### config.mk
export PLATFORM = sky130hd
export DESIGN_NAME = fdh_top
export DESIGN_NICKNAME = d
export VERILOG_FILES = /design/src/fdh_pkg.sv /design/src/fdh_mac_lane.sv /design/src/fdh_top.sv
export VERILOG_INCLUDE_DIRS = /design/src
export SDC_FILE = /design/constraint.sdc
export NUM_CORES = 1
export LEC_CHECK = 0
export CORE_ASPECT_RATIO = 0.5
export CORE_MARGIN = 2
export CORE_UTILIZATION = 71
export DETAILED_ROUTE_END_ITERATION = 6
export DONT_BUFFER_PORTS = 1
export GPL_TIMING_DRIVEN = 0
export PLACE_DENSITY = 0.87
export SYNTH_ARGS = -nofsm -noshare
export SYNTH_HDL_FRONTEND = slang
export SYNTH_SLANG_ARGS = --single-unit
### constraint.sdc
create_clock -name core_clk -period 21.4 [get_ports core_clk]
set_clock_uncertainty 0.2 [all_clocks]
set_input_delay 3.21 -clock core_clk [delete_from_list [all_inputs] [get_ports core_clk]]
set_output_delay 3.21 -clock core_clk [all_outputs]
set_load 0.01 [all_outputs]
### src/fdh_defines.svh
// constant values of the sample flow controller
`ifndef FDH_DEFINES_SVH
`define FDH_DEFINES_SVH
`define FDH_TAPS_DEF 8
`define FDH_DATA_W_DEF 16
`define FDH_COEF_W_DEF 16
`define FDH_CHANNELS_DEF 1
`define FDH_PATHS_DEF 1
`define FDH_COEF_SETS_DEF 1
`define FDH_USE_STROBE_DEF 1
`define FDH_ACC_MAX_W 48
`define FDH_TAP_FIRST 0
`define FDH_CHAN_FIRST 0
`endif

### src/fdh_pkg.sv
// types shared by the sample flow controller and its multiply-accumulate lanes
package fdh_pkg;
  typedef enum {ST_IDLE, ST_RUN} fdh_state_e;
  typedef struct packed {
    logic load;
    logic mac;
    logic last;
  } fdh_lane_ctl_s;
endpackage

### src/fdh_mac_lane.sv
// one data path: sample history store and serial multiply-accumulate
`timescale 1ns/10ps
`include "fdh_defines.svh"
module fdh_mac_lane #(
  parameter int TAPS = `FDH_TAPS_DEF,
  parameter int DATA_W = `FDH_DATA_W_DEF,
  parameter int COEF_W = `FDH_COEF_W_DEF,
  parameter int CHANNELS = `FDH_CHANNELS_DEF,
  parameter int ACC_W = DATA_W + COEF_W + $clog2(TAPS),
  parameter int CH_W = (CHANNELS > 1) ? $clog2(CHANNELS) : 1,
  parameter int TAP_W = $clog2(TAPS)
) (
  input wire logic core_clk,
  input wire logic sys_rst,
  input wire fdh_pkg::fdh_lane_ctl_s ctl,
  input wire logic [CH_W-1:0] chanSel,
  input wire logic [TAP_W-1:0] tapSel,
  input wire logic signed [COEF_W-1:0] coef,
  input wire logic signed [DATA_W-1:0] sampleIn,
  output logic signed [ACC_W-1:0] result
);
  // history is never reset, so stale samples survive a clear
  logic signed [DATA_W-1:0] hist [CHANNELS][TAPS];
  logic signed [ACC_W-1:0] acc;
  logic signed [DATA_W+COEF_W-1:0] prod;
  logic signed [ACC_W-1:0] sum;

  if (ACC_W < DATA_W + COEF_W) begin : g_acc_chk
    $error("accumulator narrower than one product");
  end

  assign prod = hist[chanSel][tapSel] * coef;
  assign sum = acc + ACC_W'(prod);

  ////////////////////////////////////////////////////////////////////////////
  always_ff @(posedge core_clk) begin
    if (ctl.load) begin
      hist[chanSel][0] <= sampleIn;
      for (int i = 1; i < TAPS; i++) begin
        hist[chanSel][i] <= hist[chanSel][i-1];
      end
    end
  end

  always_ff @(posedge core_clk) begin
    if (sys_rst) begin
      acc <= '0;
      result <= '0;
    end else begin
      if (ctl.load) begin
        acc <= '0;
      end else if (ctl.mac) begin
        acc <= sum;
      end
      if (ctl.mac && ctl.last) begin
        result <= sum;
      end
    end
  end
endmodule

### src/fdh_top.sv
// sample flow controller: handshake, channel tracking, set select, history count
`timescale 1ns/10ps
`include "fdh_defines.svh"
module fdh_top #(
  parameter int TAPS = `FDH_TAPS_DEF,
  parameter int DATA_W = `FDH_DATA_W_DEF,
  parameter int COEF_W = `FDH_COEF_W_DEF,
  parameter int CHANNELS = `FDH_CHANNELS_DEF,
  parameter int PATHS = `FDH_PATHS_DEF,
  parameter int COEF_SETS = `FDH_COEF_SETS_DEF,
  parameter bit USE_STROBE = `FDH_USE_STROBE_DEF,
  parameter int ACC_W = DATA_W + COEF_W + $clog2(TAPS),
  parameter int CH_W = (CHANNELS > 1) ? $clog2(CHANNELS) : 1,
  parameter int SET_W = (COEF_SETS > 1) ? $clog2(COEF_SETS) : 1,
  parameter int TAP_W = $clog2(TAPS)
) (
  input wire logic core_clk,
  input wire logic sys_rst,
  input wire logic sync_clear,
  input wire logic clkEn,
  input wire logic sample_strobe_in,
  input wire logic [PATHS-1:0][DATA_W-1:0] sampleIn,
  input wire logic [SET_W-1:0] coef_set_select,
  input wire logic [COEF_SETS-1:0][TAPS-1:0][COEF_W-1:0] coefTable,
  output logic accept_ready_out,
  output logic resultValid,
  output logic fullHistValid,
  output logic [PATHS-1:0][ACC_W-1:0] resultOut,
  output logic [CH_W-1:0] chanIn,
  output logic [CH_W-1:0] chanOut
);
  localparam int HIST_NEED = TAPS * CHANNELS;
  localparam int HCNT_W = $clog2(HIST_NEED + 1);

  ////////////////////////////////////////////////////////////////////////////
  // elaboration checks
  generate
    if (ACC_W > `FDH_ACC_MAX_W) begin : g_acc_chk
      $error("accumulator wider than allowed");
    end
    if (TAPS < 2 || CHANNELS < 1 || PATHS < 1 || COEF_SETS < 1) begin : g_par_chk
      $error("unsupported filter parameters");
    end
    if (COEF_SETS > (1 << SET_W) || CHANNELS > (1 << CH_W)) begin : g_w_chk
      $error("select width too narrow");
    end
    if (TAP_W < 1 || TAPS > (1 << TAP_W)) begin : g_tap_chk
      $error("tap index too narrow");
    end
    if (ACC_W < DATA_W + COEF_W) begin : g_prod_chk
      $error("accumulator narrower than one product");
    end
    if (DATA_W < 1 || COEF_W < 1) begin : g_dw_chk
      $error("data and coefficient widths must be positive");
    end
  endgenerate

  ////////////////////////////////////////////////////////////////////////////
  // control state
  fdh_pkg::fdh_state_e state;
  fdh_pkg::fdh_state_e next_state;
  logic [TAP_W-1:0] tap;
  logic [TAP_W-1:0] next_tap;
  logic [CH_W-1:0] jobChan;
  logic [SET_W-1:0] jobSet;
  logic jobFull;
  logic [HCNT_W-1:0] histCnt;
  logic [HCNT_W-1:0] next_histCnt;
  logic [CH_W-1:0] next_chanIn;
  logic validPulse;
  logic fullPulse;

  wire clearCtl = sys_rst | sync_clear;
  wire isIdle = (state == fdh_pkg::ST_IDLE);
  wire isRun = (state == fdh_pkg::ST_RUN);
  wire isLast = (tap == TAP_W'(TAPS - 1));
  // low in reset too, so no sample is taken into a cleared job
  wire readyNow = isIdle & clkEn & ~clearCtl;
  // strobeless build takes the input on every ready cycle
  wire strobeOk = USE_STROBE ? sample_strobe_in : 1'h1;
  wire accept = readyNow & strobeOk;
  wire stepNow = isRun & clkEn & ~sync_clear;
  // final tap step: the result leaves on the next edge
  wire finishNow = stepNow & isLast;
  wire histSat = (histCnt == HCNT_W'(HIST_NEED));
  wire histFullNext = (next_histCnt == HCNT_W'(HIST_NEED));
  // a new sample goes to its own channel, later steps to the job's
  wire [CH_W-1:0] laneChan = accept ? chanIn : jobChan;

  assign accept_ready_out = readyNow;

  ////////////////////////////////////////////////////////////////////////////
  // next-state decode
  always_comb begin
    next_state = state;
    next_tap = tap;
    case (state)
      fdh_pkg::ST_IDLE: begin
        if (accept) begin
          next_state = fdh_pkg::ST_RUN;
          next_tap = TAP_W'(`FDH_TAP_FIRST);
        end
      end
      fdh_pkg::ST_RUN: begin
        // no strobe can stop a running job; only freeze or clear
        if (isLast) begin
          next_state = fdh_pkg::ST_IDLE;
        end else begin
          next_tap = tap + TAP_W'(1);
        end
      end
      default: begin
        next_state = fdh_pkg::ST_IDLE;
      end
    endcase
  end

  // saturating count of accepted samples
  assign next_histCnt = (accept && !histSat) ? histCnt + HCNT_W'(1) : histCnt;
  // channels arrive in order on the shared input
  assign next_chanIn = (chanIn == CH_W'(CHANNELS - 1)) ?
                       CH_W'(`FDH_CHAN_FIRST) : chanIn + CH_W'(1);

  ////////////////////////////////////////////////////////////////////////////
  always_ff @(posedge core_clk) begin
    if (clearCtl) begin
      state <= fdh_pkg::ST_IDLE;
      tap <= '0;
    end else if (clkEn) begin
      state <= next_state;
      tap <= next_tap;
    end
  end

  always_ff @(posedge core_clk) begin
    if (clearCtl) begin
      histCnt <= '0;
      chanIn <= CH_W'(`FDH_CHAN_FIRST);
      jobChan <= '0;
      jobSet <= '0;
      jobFull <= 1'h0;
    end else if (accept) begin
      histCnt <= next_histCnt;
      chanIn <= next_chanIn;
      jobChan <= chanIn;
      jobSet <= coef_set_select;
      jobFull <= histFullNext;
    end
  end

  always_ff @(posedge core_clk) begin
    if (clearCtl) begin
      validPulse <= 1'h0;
      fullPulse <= 1'h0;
      chanOut <= '0;
    end else if (clkEn) begin
      validPulse <= finishNow;
      fullPulse <= finishNow & jobFull;
      if (finishNow) begin
        chanOut <= jobChan;
      end
    end
  end

  // held pulses are masked while frozen
  assign resultValid = validPulse & clkEn;
  assign fullHistValid = fullPulse & clkEn;

  ////////////////////////////////////////////////////////////////////////////
  // lanes: one per parallel path, sharing this control
  fdh_pkg::fdh_lane_ctl_s laneCtl;
  wire logic [COEF_W-1:0] coefNow = coefTable[jobSet][tap];

  assign laneCtl.load = accept;
  assign laneCtl.mac = stepNow;
  assign laneCtl.last = isLast;

  genvar p;
  generate
    for (p = 0; p < PATHS; p++) begin : g_lane
      fdh_mac_lane #(
        .TAPS(TAPS),
        .DATA_W(DATA_W),
        .COEF_W(COEF_W),
        .CHANNELS(CHANNELS),
        .ACC_W(ACC_W),
        .CH_W(CH_W),
        .TAP_W(TAP_W)
      ) u_lane (
        .core_clk(core_clk),
        .sys_rst(sys_rst),
        .ctl(laneCtl),
        .chanSel(laneChan),
        .tapSel(tap),
        .coef(coefNow),
        .sampleIn(sampleIn[p]),
        .result(resultOut[p])
      );
    end
  endgenerate
endmodule

Word-level counts from Yosys, hierarchy flattened
Memory sizes are Yosys's and may differ from the RTL's.
Cells that the tools add are included.
{ "word_totals": {"ff_bits": 116, "ram_bits": 128, "input_bits": 150, "output_inout_bits": 40, "word_cells": 69, "memories": 1} }
{ "classes": {"addsub": 4, "mul": 1, "n_lt_le_gt_ge": 3, "n_eq_ne": 8, "muxes": 17, "bitwise_logic": 13, "n_reduce_logical": 10} }
{ "mem_list": {"columns": ["name", "depth", "width", "rd", "rd_ports_with_merged_regs", "write_ports", "line_no", "text"], "rows": [
  ["g_lane[0].u_lane.hist", 1, 128, 1, 0, 8, "fdh_mac_lane.sv:23", "logic signed [DATA_W-1:0] hist [CHANNELS][TAPS];"]
]} }
{ "ops": {"columns": ["operator", "count"], "rows": [
  ["$mux W128", 1],
  ["$bmux W16 S3", 2],
  ["$logic_not A32 Y1", 2],
  ["$mux W32", 2],
  ["$pmux W32 S2", 1],
  ["$mux W16", 3],
  ["$add A35 B32 Y35", 1],
  ["$eq A32 B1 Y1 const B", 1],
  ["$eq A32 B2 Y1 const B", 1],
  ["$mul A16 B16 Y32", 1],
  ["$and A1 B1 Y1", 9],
  ["$eq A4 B4 Y1 const B", 2],
  ["$mux W3", 2],
  ["$ne A2 B2 Y1 const B", 3],
  ["$pmux W3 S2", 1],
  ["$add A4 B1 Y4 const B", 1],
  ["$ge A4 B4 Y1 const B", 1],
  ["$lt A3 B4 Y1 const B", 1],
  ["$mux W1", 4],
  ["$mux W4", 1],
  ["$not A3 Y4", 1],
  ["$reduce_and A4 Y1", 1],
  ["$add A3 B1 Y3 const B", 1],
  ["$eq A3 B3 Y1 const B", 1],
  ["10 further kinds", 12]
]} }

Depth between registers and ports, before layout
{ "logic_depth": {"word_depth": 7, "ltp_mapped": 27, "mapped_depth_nobuf": 25} }

By module
Synthesis repeated with hierarchy kept, for this count alone.
{ "unflattened": {"cells_unflattened": 1852, "area_unflattened_um2": 20646.1} }
{ "modules_own_cells": {"columns": ["mod", "instances", "cells_per_inst", "area_per_inst_um2", "seq_area_each_um2"], "rows": [
  ["fdh_mac_lane", 1, 1721, 18930.7, 5245.0],
  ["fdh_top", 1, 131, 1715.4, 260.2]
]} }

Worst setup path after synthesis
No wires, ideal clock.
{ "synth_path": {"path_kind": "in2reg", "start": "input coefTable[116] (netlist name)", "end": "register g_lane[0].u_lane.acc[32]", "setup_time_ns": 0.062, "arrival_time_ns": 9.379, "path_slack_ns": 11.759, "cell_stages": 25, "cell_sequence": "mux4_2 mux2i_1 clkbuf_1 nor2_1 fa_1 inv_1 fa_1 inv_1 fa_1 inv_1 fa_1 inv_1 fa_1 inv_1 fa_1 inv_1 ha_1 a21oi_1 o21ai_0 a22oi_1 nand3_1 o211ai_1 a21oi_1 or4_1 nand3_1"} }
{ "synth_via": {"elab_chain_len": 5} }
{ "synth_lines": {"columns": ["item", "line_no", "text"], "rows": [
  ["from (decl)", "fdh_top.sv:24", "input wire logic [COEF_SETS-1:0][TAPS-1:0][COEF_W-1:0] coefTable,"],
  ["$mux W128 (not written as such)", "fdh_top.sv:172", "wire logic [COEF_W-1:0] coefNow = coefTable[jobSet][tap];"],
  ["$bmux W16 S3", "fdh_top.sv:172", null],
  ["$mux W16 (not written as such)", "fdh_top.sv:172", null],
  ["$mul A16 B16 Y32", "fdh_mac_lane.sv:32", "assign prod = hist[chanSel][tapSel] * coef;"],
  ["$add A35 B32 Y35", "fdh_mac_lane.sv:33", "assign sum = acc + ACC_W'(prod);"],
  ["to (signal assigned)", "fdh_mac_lane.sv:53", "acc <= sum;"],
  ["to (decl)", "fdh_mac_lane.sv:24", "logic signed [ACC_W-1:0] acc;"]
]} }
No other way between the ends. The select of a mux whose other input is x is not followed.
A chain may end at the register's enable or synchronous reset.

Final worst setup path
{ "layout_path": {"start": "input coefTable[117] (netlist name)", "end": "register g_lane[0].u_lane.result[32]"} }
{ "layout_via": {"elab_chain_len": 5} }
{ "layout_lines": {"columns": ["item", "line_no", "text"], "rows": [
  ["$mux W128 (not written as such)", "fdh_top.sv:172", null],
  ["$bmux W16 S3", "fdh_top.sv:172", null],
  ["$mux W16 (not written as such)", "fdh_top.sv:172", null],
  ["$mul A16 B16 Y32", "fdh_mac_lane.sv:32", null],
  ["$add A35 B32 Y35", "fdh_mac_lane.sv:33", null],
  ["to (signal assigned)", "fdh_mac_lane.sv:56", "result <= sum;"],
  ["to (decl)", "fdh_mac_lane.sv:20", "output logic signed [ACC_W-1:0] result"]
]} }
No other way between the ends. The select of a mux whose other input is x is not followed.

==> summary.txt <==
Floorplanning
  • Initial Util: 72.6%
  • Total Die Area: 0.0299 mm²
  • Die W: 243 µm
  • Std-Cell Core Area: 0.0279 mm²
  • Die H: 123 µm
  • Boundary Pins: 190
  • Num rows: 43

Clock tree
  • H-tree depth: 1
  • Skew-Pair Late Insertion Delay: 0.53 ns
  • Sink Count: 209
  • Postcts setup bufs: 0
  • Worst-path clk slew: 0.07 ns
  • Hold-fix buffers, CTS: 0
  • Clk buf depth: 3
  • CTS buffer count: 20
  • Post_cts resized: 0
  • Root Driver: clkbuf_16
  • CTS tree: built

Detailed routing
  • Vias after detailed routing: 15.0k
  • Routed len/inst: 23.8 µm
  • Vias per inst: 6.47
  • Routed Antenna Nets: 0
  • DRC viols: 0
  • TritonRoute pass-1 iters: 7
  • DR iter-0 viols: 1796
  • Total wire length: 55100 µm

Place
  • Place WS: 10.34 ns
  • DP Wirelength: 42600 µm
  • Cell Area, Placed: 0.0207 mm²
  • Cell count after placement: 2270
  • Global placement routability congestion: 0.940
  • Port bufs: 0

Worst setup path
  • Worst-path fanout max: 10
  • Slowest stage delay, CP: 0.92 ns
  • Most common cell on crit path: fa_1
  • Critical path's slowest cell: mux2i_1
  • CP Class: primary input to flop
  • CP Cell Sequence: mux4_2 -> mux2i_1 -> clkbuf_1 -> nor2_1 -> fa_1 -> inv_1 -> fa_1 -> fa_1 -> inv_1 -> fa_1 -> fa_1 -> inv_1 -> fa_1 -> inv_1 -> ha_1 -> a21oi_1 -> o21ai_0 -> a22oi_1 -> nand3_1 -> o211ai_1 -> a21oi_1 -> or4_1 -> nand3_1
  • Crit path launch type: primary input
  • Required time worst endpoint: 21.65 ns
  • Data arrival, critical path: 11.11 ns
  • Crit path capture type: flop

Timing
  • Fin. max-slew vios: 10
  • Final setup TNS: 0 ns
  • RSZ-0062 raised after global routing: no
  • Max Clk Rate: 0.0921 GHz
  • # setup viols final: 0
  • Tcrit/Tclk final: 50.7%
  • Fin crit period: 10.86 ns
  • Worst slew margin: -7.85%
  • Final WS setup: 10.54 ns
  • Final Hold Fails: 0
  • Worst slew pin tran: 1.57 ns

Global routing
  • First-pass GRT wire length: 84700 µm
  • Grt total ovfl: 0
  • Vias in the first global route: 15.5k
  • All-layer global routing usage: 38.1%
  • Largest net degree at the start of global routing: 110
  • Initial antenna violation count: 7

Synthesis
  • Synth unique cells: 63
  • Ys async rst share: 0%
  • Post-Syn Instances: 1886
  • Sequential share of the synthesized area: 27.0%
  • Mapped Area: 0.0202 mm²
  • Synthesized area per cell: 10.7 µm²
  • Post-synth EDFFs: 128
  • Top FF cell, synth: edfxtp_1
  • Synth warn: 0
  • Yosys reg bits: 209

Layout
  • Post-layout nets: 2478
  • Proportion of layout cells with a drive suffix above 1: 7.38%
  • Post-Layout Inst Area: 0.0214 mm²
  • Synth-to-Final Area Change: 5.61%
  • Non-Filler Instances: 2313

Run status
  • Status: finished with violations
  • Failing checks: capacitance limit, slew limit

Flow run
  • Max-cap violations: 3

Hold path
  • Hold crit path type: flop to flop
## path summary, 6_finish.rpt
kind | from | endpoint | slack [ns] | cells after the start
worst max-delay path | coefTable[117] | g_lane[0].u_lane.result[32] | 10.54 | 23
worst min-delay path | g_lane[0].u_lane.hist[0][93] | g_lane[0].u_lane.hist[0][77] | 0.25 | 0
worst max register to register | tap[1] | g_lane[0].u_lane.result[32] | 11.92 | 27
worst min register to register | g_lane[0].u_lane.hist[0][93] | g_lane[0].u_lane.hist[0][77] | 0.25 | 0
## through the flow
step	hold slack, ns	utilization (%)
floorplan	0.221	-
global placement	0.222	74.3
detailed placement	0.229	74.4
CTS	0.250	76.6
global route	0.253	76.6
finish	0.252	76.6
## worst max-delay path: cells and delay by family
kind	cells	cell delay (ns)
AND/OR/NAND/NOR	4	0.94
multiplexers	2	1.39
adder cells (fa/ha/maj)	7	3.38
buffers and inverters	5	0.73
AO/OA/AOI/OAI	5	1.46
## synthesized netlist by cell type (all sizes together) (6+ instances only)
master	n	area, µm²
xnor2	19	185
inv	372	1400
nor3	12	60.1
dfxtp	81	1620
edfxtp	128	3840
o211ai	7	52.6
mux4	64	1440
o21ai	27	135
and2	9	56.3
a31oi	11	68.8
xor2	12	105
ha	108	1350
and3	11	68.8
a21oi	70	350
nor2b	6	37.5
o21a	8	60.1
or2	6	37.5
or4	6	45.0
nand4	7	43.8
nand2	230	863
mux2	23	259
clkbuf	47	176
nand2b	15	93.8
or3	6	37.5
a211oi	7	52.6
nor2	150	571
buf	22	111
fa	310	6210
nand3	35	175
a21o	13	97.6
mux2i	36	373
## layout make-up
type                       instances  area [µm²]
inverter                         372        1400
clock inverter                    13        81.3
sequential                       209        5470
antenna                            7        17.5
tap                              382         478
multi-input combinational       1237       13100
clock buffer                      23         522
buffer                            69         288
fill                            1786        6510
timing repair buffer               1        27.5
## cell families (layout without fill, tap and decap cells)
logic type	Yosys count	in the layout	share of synthesized area, %
XOR/XNOR	31	31	1.44
buffers and inverters	441	478	8.33
adder cells (fa/ha/maj)	418	418	37.4
other	1	9	0.0185
multiplexers	123	123	10.3
AND/OR/NAND/NOR	503	503	10.7
flip-flops	209	209	27.0
AO/OA/AOI/OAI	160	160	4.83
## metal layers
layer | global-route usage [%] | up-vias | routed length [µm]
li1 | - | 6123 | -
met1 | 49.8 | 7455 | 19800
met2 | 59.2 | 1125 | 24900
met3 | 13.9 | 249 | 8010
met4 | 14.6 | 4 | 2340
met5 | 0.980 | - | 69
## cells in the final DEF (no fill, tap or decap), types with 20 or more instances in the layout
master,n
fa_1,310
edfxtp_1,128
nor2_1,149
clkbuf_1,49
nand3_1,35
o21ai_0,25
a21oi_1,70
clkbuf_16,20
dfxtp_1,81
inv_1,370
ha_1,108
mux2_2,23
mux2i_1,35
nand2_1,230
mux4_2,64
## registers in the layout, summed over array words and instances (netlist names)
signal / flops
jobFull: 1
g_lane.u_lane.hist: 128
state: 1
g_lane.u_lane.acc: 35
fullPulse: 1
histCnt: 4
g_lane.u_lane.result: 35
tap: 3
validPulse: 1
Power is left out: the tool's default activity adds up to more than one toggle a clock period on the data nets, which glitch-free logic cannot reach.
